===== src/nbc_consts.svh =====
// Constants for the flash bus host controller: command codes, timing, layout.
// Assumes a 125 MHz system clock; included by bare name.
`ifndef NBC_CONSTS_SVH
`define NBC_CONSTS_SVH

// ----------------------------------------------------------------
// Command codes
// ----------------------------------------------------------------
`define NBC_CMD_READ_SETUP      8'h00
`define NBC_CMD_READ_CONFIRM    8'h30
`define NBC_CMD_CACHE_CONFIRM   8'h31
`define NBC_CMD_CACHE_EXIT      8'h34
`define NBC_CMD_RDO_SETUP       8'h05
`define NBC_CMD_RDO_CONFIRM     8'hE0
`define NBC_CMD_STATUS          8'h70
`define NBC_CMD_RESET           8'hFF
`define NBC_CMD_PROG_SETUP      8'h80
`define NBC_CMD_PROG_CONFIRM    8'h10
`define NBC_CMD_ERASE_SETUP     8'h60
`define NBC_CMD_ERASE_CONFIRM   8'hD0

// ----------------------------------------------------------------
// Address layout
// ----------------------------------------------------------------
`define NBC_COL_W               12
`define NBC_ROW_W               19
`define NBC_ADDR_CYCLES         3'd5
`define NBC_STATUS_DONE_BIT     5
`define NBC_STATUS_CACHE_BIT    6

// ----------------------------------------------------------------
// Timing: strobe phase lengths in ns and derived cycles (min, round up)
// ----------------------------------------------------------------
`define NBC_CLK_PERIOD_NS       8
`define NBC_STROBE_LOW_NS       24
`define NBC_STROBE_HIGH_NS      16
`define NBC_STROBE_LOW_CYC  ((`NBC_STROBE_LOW_NS + `NBC_CLK_PERIOD_NS - 1) / `NBC_CLK_PERIOD_NS)
`define NBC_STROBE_HIGH_CYC ((`NBC_STROBE_HIGH_NS + `NBC_CLK_PERIOD_NS - 1) / `NBC_CLK_PERIOD_NS)

`endif


===== src/nbc_pkg.sv =====
// Types for the flash bus host controller.
// Assumes nothing beyond a SystemVerilog compiler.
package nbc_pkg;
  // ----------------------------------------------------------------
  // Host request operations
  // ----------------------------------------------------------------
  typedef enum logic [2:0] {
    NBC_OP_CMD    = 3'h0,
    NBC_OP_ADDR   = 3'h1,
    NBC_OP_WDATA  = 3'h2,
    NBC_OP_RDATA  = 3'h3,
    NBC_OP_IDLE   = 3'h4
  } nbc_op_type;

  // ----------------------------------------------------------------
  // Strobe sequencer states
  // ----------------------------------------------------------------
  typedef enum logic [3:0] {
    NBC_ST_IDLE = 4'b0001,
    NBC_ST_LOW  = 4'b0010,
    NBC_ST_HIGH = 4'b0100,
    NBC_ST_DONE = 4'b1000
  } nbc_state_type;
endpackage : nbc_pkg


===== src/nbc_host.sv =====
// Host side controller for a large-page flash bus: sequences strobe cycles.
// Assumes device pins are synchronous to clk and the caller waits for ack.
//
// Summary of operation
// - Rising write strobe latches command, address or data by latch selects.
// - Write inhibit held high when issuing program or erase codes.
// - Five address cycles, low byte first, upper bits zero in cycles two, five.
// - After load, read strobe pulses return successive bytes.
// - Cache read is 00h, five address cycles, then 31h.
// - Cache read start address has column zero.
// - Data out with write strobe high, latch selects low.
`include "nbc_consts.svh"

module nbc_host #(
  parameter int TW = 4
) (
  // Clock and reset
  input  wire logic       clk,
  input  wire logic       resetn,
  // Host request
  input  wire logic       req_valid,
  input  wire logic [2:0] req_op,
  input  wire logic [7:0] req_data,
  input  wire logic       req_last,
  output logic            req_ack,
  output logic [7:0]      rsp_data,
  output logic            busy_seen,
  output logic            in_cache_read,
  // Flash pins
  output logic            chip_enable_n,
  output logic            command_latch_select,
  output logic            address_latch_select,
  output logic            write_strobe_n,
  output logic            read_strobe_n,
  output logic            write_inhibit_n,
  output logic [7:0]      io_out,
  output logic            io_oe,
  input  wire logic [7:0] io_in,
  input  wire logic       ready_busy_n
);
  nbc_pkg::nbc_state_type st_r;
  nbc_pkg::nbc_op_type    op_r;
  logic [7:0]             byte_r;
  logic                   last_r;
  logic                   t_load;
  logic [TW-1:0]          t_val;
  logic                   t_exp;
  logic [2:0]             addr_cnt_r;

  nbc_phase_timer #(.W(TW)) u_timer (
    .clk      (clk),
    .resetn   (resetn),
    .load     (t_load),
    .load_val (t_val),
    .expired  (t_exp)
  );

  // ----------------------------------------------------------------
  // Strobe sequencer
  // ----------------------------------------------------------------
  // Timer runs down to zero inclusive, so an N-cycle phase loads N-1
  always_comb begin
    t_load = 1'b0;
    t_val  = TW'(`NBC_STROBE_LOW_CYC - 1);
    if (st_r == nbc_pkg::NBC_ST_IDLE && req_valid && !req_ack) begin
      t_load = (req_op != 3'(nbc_pkg::NBC_OP_IDLE));
    end else if (st_r == nbc_pkg::NBC_ST_LOW && t_exp) begin
      t_load = 1'b1;
      t_val  = TW'(`NBC_STROBE_HIGH_CYC - 1);
    end
  end

  always_ff @(posedge clk or negedge resetn) begin
    if (!resetn) begin
      st_r    <= nbc_pkg::NBC_ST_IDLE;
      op_r    <= nbc_pkg::NBC_OP_IDLE;
      byte_r  <= 8'h00;
      last_r  <= 1'b1;
      req_ack <= 1'b0;
    end else begin
      req_ack <= 1'b0;
      unique case (st_r)
        nbc_pkg::NBC_ST_IDLE: begin
          if (t_load) begin
            st_r   <= nbc_pkg::NBC_ST_LOW;
            op_r   <= nbc_pkg::nbc_op_type'(req_op);
            byte_r <= req_data;
            last_r <= req_last;
          end
        end
        nbc_pkg::NBC_ST_LOW: begin
          if (t_exp) begin
            st_r <= nbc_pkg::NBC_ST_HIGH;
          end
        end
        nbc_pkg::NBC_ST_HIGH: begin
          if (t_exp) begin
            st_r    <= nbc_pkg::NBC_ST_DONE;
            req_ack <= 1'b1;
          end
        end
        nbc_pkg::NBC_ST_DONE: begin
          st_r <= nbc_pkg::NBC_ST_IDLE;
        end
        default: begin
          st_r <= nbc_pkg::NBC_ST_IDLE;
        end
      endcase
    end
  end

  // ----------------------------------------------------------------
  // Pin drive
  // ----------------------------------------------------------------
  logic active;
  logic low_ph;
  assign active = (st_r == nbc_pkg::NBC_ST_LOW) || (st_r == nbc_pkg::NBC_ST_HIGH);
  assign low_ph = (st_r == nbc_pkg::NBC_ST_LOW);

  always_ff @(posedge clk or negedge resetn) begin
    if (!resetn) begin
      chip_enable_n        <= 1'b1;
      command_latch_select <= 1'b0;
      address_latch_select <= 1'b0;
      write_strobe_n       <= 1'b1;
      read_strobe_n        <= 1'b1;
      io_out               <= 8'h00;
      io_oe                <= 1'b0;
    end else begin
      // Deselect between accesses only after the last of a sequence
      if (active) begin
        chip_enable_n <= 1'b0;
      end else if (st_r == nbc_pkg::NBC_ST_DONE && last_r) begin
        chip_enable_n <= 1'b1;
      end
      command_latch_select <= active && op_r == nbc_pkg::NBC_OP_CMD;
      address_latch_select <= active && op_r == nbc_pkg::NBC_OP_ADDR;
      write_strobe_n <= !(low_ph && op_r != nbc_pkg::NBC_OP_RDATA);
      read_strobe_n  <= !(low_ph && op_r == nbc_pkg::NBC_OP_RDATA);
      io_out <= byte_r;
      io_oe  <= active && op_r != nbc_pkg::NBC_OP_RDATA;
    end
  end

  // Sample read data at end of low phase, before the strobe rises
  always_ff @(posedge clk or negedge resetn) begin
    if (!resetn) begin
      rsp_data <= 8'h00;
    end else if (low_ph && t_exp && op_r == nbc_pkg::NBC_OP_RDATA) begin
      rsp_data <= io_in;
    end
  end

  // ----------------------------------------------------------------
  // Command tracking
  // ----------------------------------------------------------------
  logic cmd_edge;
  assign cmd_edge = (st_r == nbc_pkg::NBC_ST_HIGH) && t_exp && op_r == nbc_pkg::NBC_OP_CMD;

  always_ff @(posedge clk or negedge resetn) begin
    if (!resetn) begin
      write_inhibit_n <= 1'b0;
    end else if (st_r == nbc_pkg::NBC_ST_IDLE && t_load) begin
      // Enabled only for program/erase sequences; stays low otherwise
      write_inhibit_n <= (req_op == 3'(nbc_pkg::NBC_OP_CMD)) ?
        (req_data == `NBC_CMD_PROG_SETUP || req_data == `NBC_CMD_PROG_CONFIRM ||
         req_data == `NBC_CMD_ERASE_SETUP || req_data == `NBC_CMD_ERASE_CONFIRM ||
         req_data == 8'h15 || req_data == 8'h85) : write_inhibit_n;
    end
  end

  always_ff @(posedge clk or negedge resetn) begin
    if (!resetn) begin
      addr_cnt_r <= 3'd0;
    end else if (cmd_edge) begin
      addr_cnt_r <= 3'd0;
    end else if ((st_r == nbc_pkg::NBC_ST_HIGH) && t_exp && op_r == nbc_pkg::NBC_OP_ADDR
                 && addr_cnt_r != `NBC_ADDR_CYCLES) begin
      addr_cnt_r <= addr_cnt_r + 3'd1;
    end
  end

  // Column bytes of the latest address run were all zero
  logic col_zero_r;
  always_ff @(posedge clk or negedge resetn) begin
    if (!resetn) begin
      col_zero_r <= 1'b1;
    end else if ((st_r == nbc_pkg::NBC_ST_HIGH) && t_exp && op_r == nbc_pkg::NBC_OP_ADDR
                 && addr_cnt_r < 3'd2) begin
      col_zero_r <= (byte_r == 8'h00) && (col_zero_r || addr_cnt_r == 3'd0);
    end
  end

  always_ff @(posedge clk or negedge resetn) begin
    if (!resetn) begin
      in_cache_read <= 1'b0;
    end else if (cmd_edge && byte_r == `NBC_CMD_CACHE_CONFIRM) begin
      in_cache_read <= 1'b1;
    end else if (cmd_edge && (byte_r == `NBC_CMD_CACHE_EXIT || byte_r == `NBC_CMD_RESET)) begin
      in_cache_read <= 1'b0;
    end
  end

  always_ff @(posedge clk or negedge resetn) begin
    if (!resetn) begin
      busy_seen <= 1'b0;
    end else begin
      busy_seen <= !ready_busy_n;
    end
  end

  // ----------------------------------------------------------------
  // Checks
  // ----------------------------------------------------------------
  property p_cmd_ale_excl;
    @(posedge clk) disable iff (!resetn)
      !(command_latch_select && address_latch_select);
  endproperty
  a_cmd_ale_excl: assert property (p_cmd_ale_excl) else $error("both latch selects high");

  property p_strobes_excl;
    @(posedge clk) disable iff (!resetn)
      !(!write_strobe_n && !read_strobe_n);
  endproperty
  a_strobes_excl: assert property (p_strobes_excl) else $error("both strobes low");

  property p_ce_during_strobe;
    @(posedge clk) disable iff (!resetn)
      (!write_strobe_n || !read_strobe_n) |-> !chip_enable_n;
  endproperty
  a_ce_during_strobe: assert property (p_ce_during_strobe) else $error("strobe while deselected");

  property p_ws_pulse;
    @(posedge clk) disable iff (!resetn)
      $fell(write_strobe_n) |-> !write_strobe_n [*3] ##1 write_strobe_n;
  endproperty
  a_ws_pulse: assert property (p_ws_pulse) else $error("write strobe width wrong");

  property p_rs_no_latch;
    @(posedge clk) disable iff (!resetn)
      !read_strobe_n |-> !command_latch_select && !address_latch_select && write_strobe_n;
  endproperty
  a_rs_no_latch: assert property (p_rs_no_latch) else $error("read strobe with latch");

  property p_prog_wp;
    @(posedge clk) disable iff (!resetn)
      ($fell(write_strobe_n) && command_latch_select && io_out == `NBC_CMD_PROG_CONFIRM)
        |-> write_inhibit_n;
  endproperty
  a_prog_wp: assert property (p_prog_wp) else $error("program with inhibit low");

  property p_cache_col_zero;
    @(posedge clk) disable iff (!resetn)
      ($fell(write_strobe_n) && command_latch_select && io_out == `NBC_CMD_CACHE_CONFIRM)
        |-> col_zero_r;
  endproperty
  a_cache_col_zero: assert property (p_cache_col_zero) else $error("cache start column not zero");

  property p_addr_limit;
    @(posedge clk) disable iff (!resetn)
      addr_cnt_r <= `NBC_ADDR_CYCLES;
  endproperty
  a_addr_limit: assert property (p_addr_limit) else $error("address count overflow");

  property p_ack_pulse;
    @(posedge clk) disable iff (!resetn)
      req_ack |=> !req_ack;
  endproperty
  a_ack_pulse: assert property (p_ack_pulse) else $error("ack longer than one cycle");

  c_cmd: cover property (@(posedge clk) disable iff (!resetn)
    $fell(write_strobe_n) && command_latch_select);
  c_addr: cover property (@(posedge clk) disable iff (!resetn)
    addr_cnt_r == `NBC_ADDR_CYCLES);
  c_read: cover property (@(posedge clk) disable iff (!resetn) $fell(read_strobe_n));
  c_cache: cover property (@(posedge clk) disable iff (!resetn) $rose(in_cache_read));
endmodule : nbc_host


===== src/nbc_phase_timer.sv =====
// Down counter that times one strobe phase.
// Assumes loads come only once expired; count holds at zero until the next load.
module nbc_phase_timer #(
  parameter int W = 4
) (
  // Clock and reset
  input  wire logic         clk,
  input  wire logic         resetn,
  // Control
  input  wire logic         load,
  input  wire logic [W-1:0] load_val,
  // Status
  output logic              expired
);
  logic [W-1:0] cnt_r;

  always_ff @(posedge clk or negedge resetn) begin
    if (!resetn) begin
      cnt_r <= '0;
    end else if (load) begin
      cnt_r <= load_val;
    end else if (cnt_r != '0) begin
      cnt_r <= cnt_r - W'(1);
    end
  end

  // Expiry must not depend on load: the host loads on expiry, a loop otherwise
  assign expired = (cnt_r == '0);
endmodule : nbc_phase_timer


===== config.mk =====
export PLATFORM = sky130hd
export DESIGN_NAME = nbc_host
export DESIGN_NICKNAME = d
export VERILOG_FILES = /design/src/nbc_pkg.sv /design/src/nbc_host.sv /design/src/nbc_phase_timer.sv
export VERILOG_INCLUDE_DIRS = /design/src
export SDC_FILE = /design/constraint.sdc
export NUM_CORES = 1
export LEC_CHECK = 0
export BUFFER_PORTS_ARGS = -buffer_cell sky130_fd_sc_hd__buf_2
export CORE_UTILIZATION = 52
export CTS_CLUSTER_DIAMETER = 30
export DETAILED_ROUTE_END_ITERATION = 8
export PLACE_DENSITY = 0.88
export SETUP_SLACK_MARGIN = 0.4
export SYNTH_ARGS = -nofsm -noshare
export SYNTH_HDL_FRONTEND = slang
export SYNTH_SLANG_ARGS = --single-unit

===== constraint.sdc =====
create_clock -name clk -period 2.1 [get_ports clk]
set_input_delay 0.105 -clock clk [delete_from_list [all_inputs] [get_ports clk]]
set_output_delay 0.105 -clock clk [all_outputs]
set_load 0.02 [all_outputs]

==> qor.yml <==
floorplan:
  core_area_um2: 3470
  fp.dieArea_um2: 4020
  fp-row-count: 21
  die_h_um: 63.4
  fp.dieW_um: 63.4
  start_util: 0.565
  boundaryPins: 50
timing:
  setup_violations: 0
  final.min_clock_period_ps: 1640
  maxSlewHeadroom: 0.643
  holdWs_ps: 33.9
  grt_setup_unrepaired: "true"
  slew_violations: 0
  clock_skew_ps: 4.07
  finalCritPeriodShare: 0.779
  max_freq_mhz: 611
  tightest_slew_ps: 527
  hold_viol: 0
  setup_tns_ps: 0
global_routing:
  met1_usage: 0.222
  overflow: 0
  antenna_found_initial: 0
  grt_use_met3: 0.0707
  grt_pass1_wl_um: 5560
  grt_max_degree: 22
  gr-usage-met2: 0.305
  busiest_layer: "met2"
  first_global_vias: 1272
  grt_use_total: 0.184
logic_synthesis:
  synthTopCellsByArea: "dfrtp_1, mux2_2, dfstp_2"
  synthTopCellsByCount: "dfrtp_1, mux2_2, nand2_1"
  syn_inst: 148
  ys_seq_area_frac: 0.592
  synth.distinct_cells: 43
  synth.most_common_cell: "dfrtp_1"
  avgSynthCellArea_um2: 13.2
  ys_async_sr_fraction: 1.00
  synth_top_area_share: 0.511
  synth_edf_count: 0
  synth-seq-cells: 46
  yosys_warnings: 0
  synth_top_cell_by_area: "dfrtp_1"
  synthesis.nets: 173
  ys.flop_type: "dfrtp_1"
  syn_area_um2: 1960
cts:
  root_buffer: "clkbuf_8"
  clk_latency_ps: 290
  cts_buffer_depth: 2
  cts_buffers: 5
  clk_pin_slew_worst_paths_ps: 80
  cts.sinks: 46
  h-tree-depth: 2
  cts_tree: "yes"
cells_and_area:
  drive_gt1_frac: 0.459
  instances_no_fill: 255
  layout.nets: 233
  final_core_util: 0.690
  fill_cells: 268
  antennaDiodeCount: 0
  syn_to_final_growth_pct: 22.2
drt:
  vias_per_cell: 5.25
  wirelength_um: 3360
  drtPass1Iterations: 4
  drc: 0
  vias: 1338
  drtIter0Drc: 53
  routedWlPerCell_um: 13.2
  ant_nets: 0
critical_path:
  crit_type: "register to register"
  cp-start-kind: "register"
  crit_arrival_ps: 1810
  worst_setup_path_end_kind: "register"
  critPathRequiredTime_ps: 2270
  timing.critical_path.fanout_max: 8
pwr:
  power_leakage_uw: 0.00120
  p_per_area_nw_per_um2: 1310
  ir_drop_mv: 0.715
  p_total_uw: 3130
flow_run:
  max_cap_violations: 0
place:
  placed_cells: 242
  hpwl_um: 2470
  gp_congestion: 0.758
  io_buffers: 49
min_path:
  hp-class: "input port to register"
status:
  status: "finished clean"
through the flow:
step                      setup WS, ps  area (um2)
after floorplan                    452        1960
after global placement             404        2240
after detailed placement           358        2240
after CTS                          432        2360
after global routing               372        2390
final                              464        2390
flip-flops by register name, summed over array words and instances, names as in the netlist, 3 cells and up:
| register | count |
|---|---|
| byte_r | 8 |
| io_out | 8 |
| rsp_data | 8 |
| st_r | 4 |
| u_timer.cnt_r | 4 |
| op_r | 3 |
critical path: stages, from the launching register on:
cell and delay (ps):
dfrtp_1 480, nor4b_1 550, nand4_1 190, mux2i_1 210, nand3_1 100
cells in the final DEF, fill, tap and decap left out, types with 4 or more instances in the layout:
cell type / count
buf_2: 49
nor2_1: 6
inv_1: 5
o21ai_0: 4
mux2_2: 16
dfrtp_1: 39
nor3_1: 4
nand2_1: 8
clkbuf_8: 6
dfstp_2: 6
buf_4: 5
nand3_1: 4
a21oi_1: 7
logic make-up after synthesis:
family                     count (synthesis)  share of synthesized area
and+or+nand+nor                           52                      0.182
DFF                                       46                      0.592
muxes                                     22                      0.131
AOI/OAI and AO/OA                         16                     0.0473
buffers and inverters                      9                     0.0326
xor gates and xnor gates                   2                    0.00895
adders and majority gates                  1                    0.00639
power by group:
group / switching [uW] / leakage [uW] / internal, uW
logic: 578 / 0.000594 / 541
clock network: 264 / 0.0000455 / 268
registers: 248 / 0.000562 / 1230
total: 1090 / 0.00120 / 2040
worst paths after layout:
path,from,to,slack [ps],cells after the start
setup / recovery,st_r[3],in_cache_read,460,4
hold / removal,io_in[7],rsp_data[7],30,2
setup reg to reg,st_r[3],in_cache_read,460,4
hold reg to reg,byte_r[1],io_out[1],410,0
max in group asynchronous,resetn,read_strobe_n,1410,3
min in group asynchronous,resetn,op_r[0],160,2
timing repair:
action,in CTS,in global routing
endpoints found under the setup margin,8,23
gates cloned,0,0
hold buffers,2,0
endpoints found under the hold margin,42,0
pin swaps,1,0
setup buffers,1,2
gates resized for setup,0,3
routing by layer:
layer / share of wire / vias up
met5: 0 / -
met4: 0.017 / 0
met3: 0.057 / 6
met2: 0.50 / 41
met1: 0.43 / 643
li1: - / 648
area by class of cell:
class	count	area [um2]	area share
clock buffer	8	90.1	0.0377
tap	46	57.6	0.0241
inverter	5	18.8	0.00785
sequential	46	1160	0.485
multi-input combinational	93	743	0.311
timing repair buffer	57	323	0.135
No activity file was read; power rests on OpenSTA's default activity.
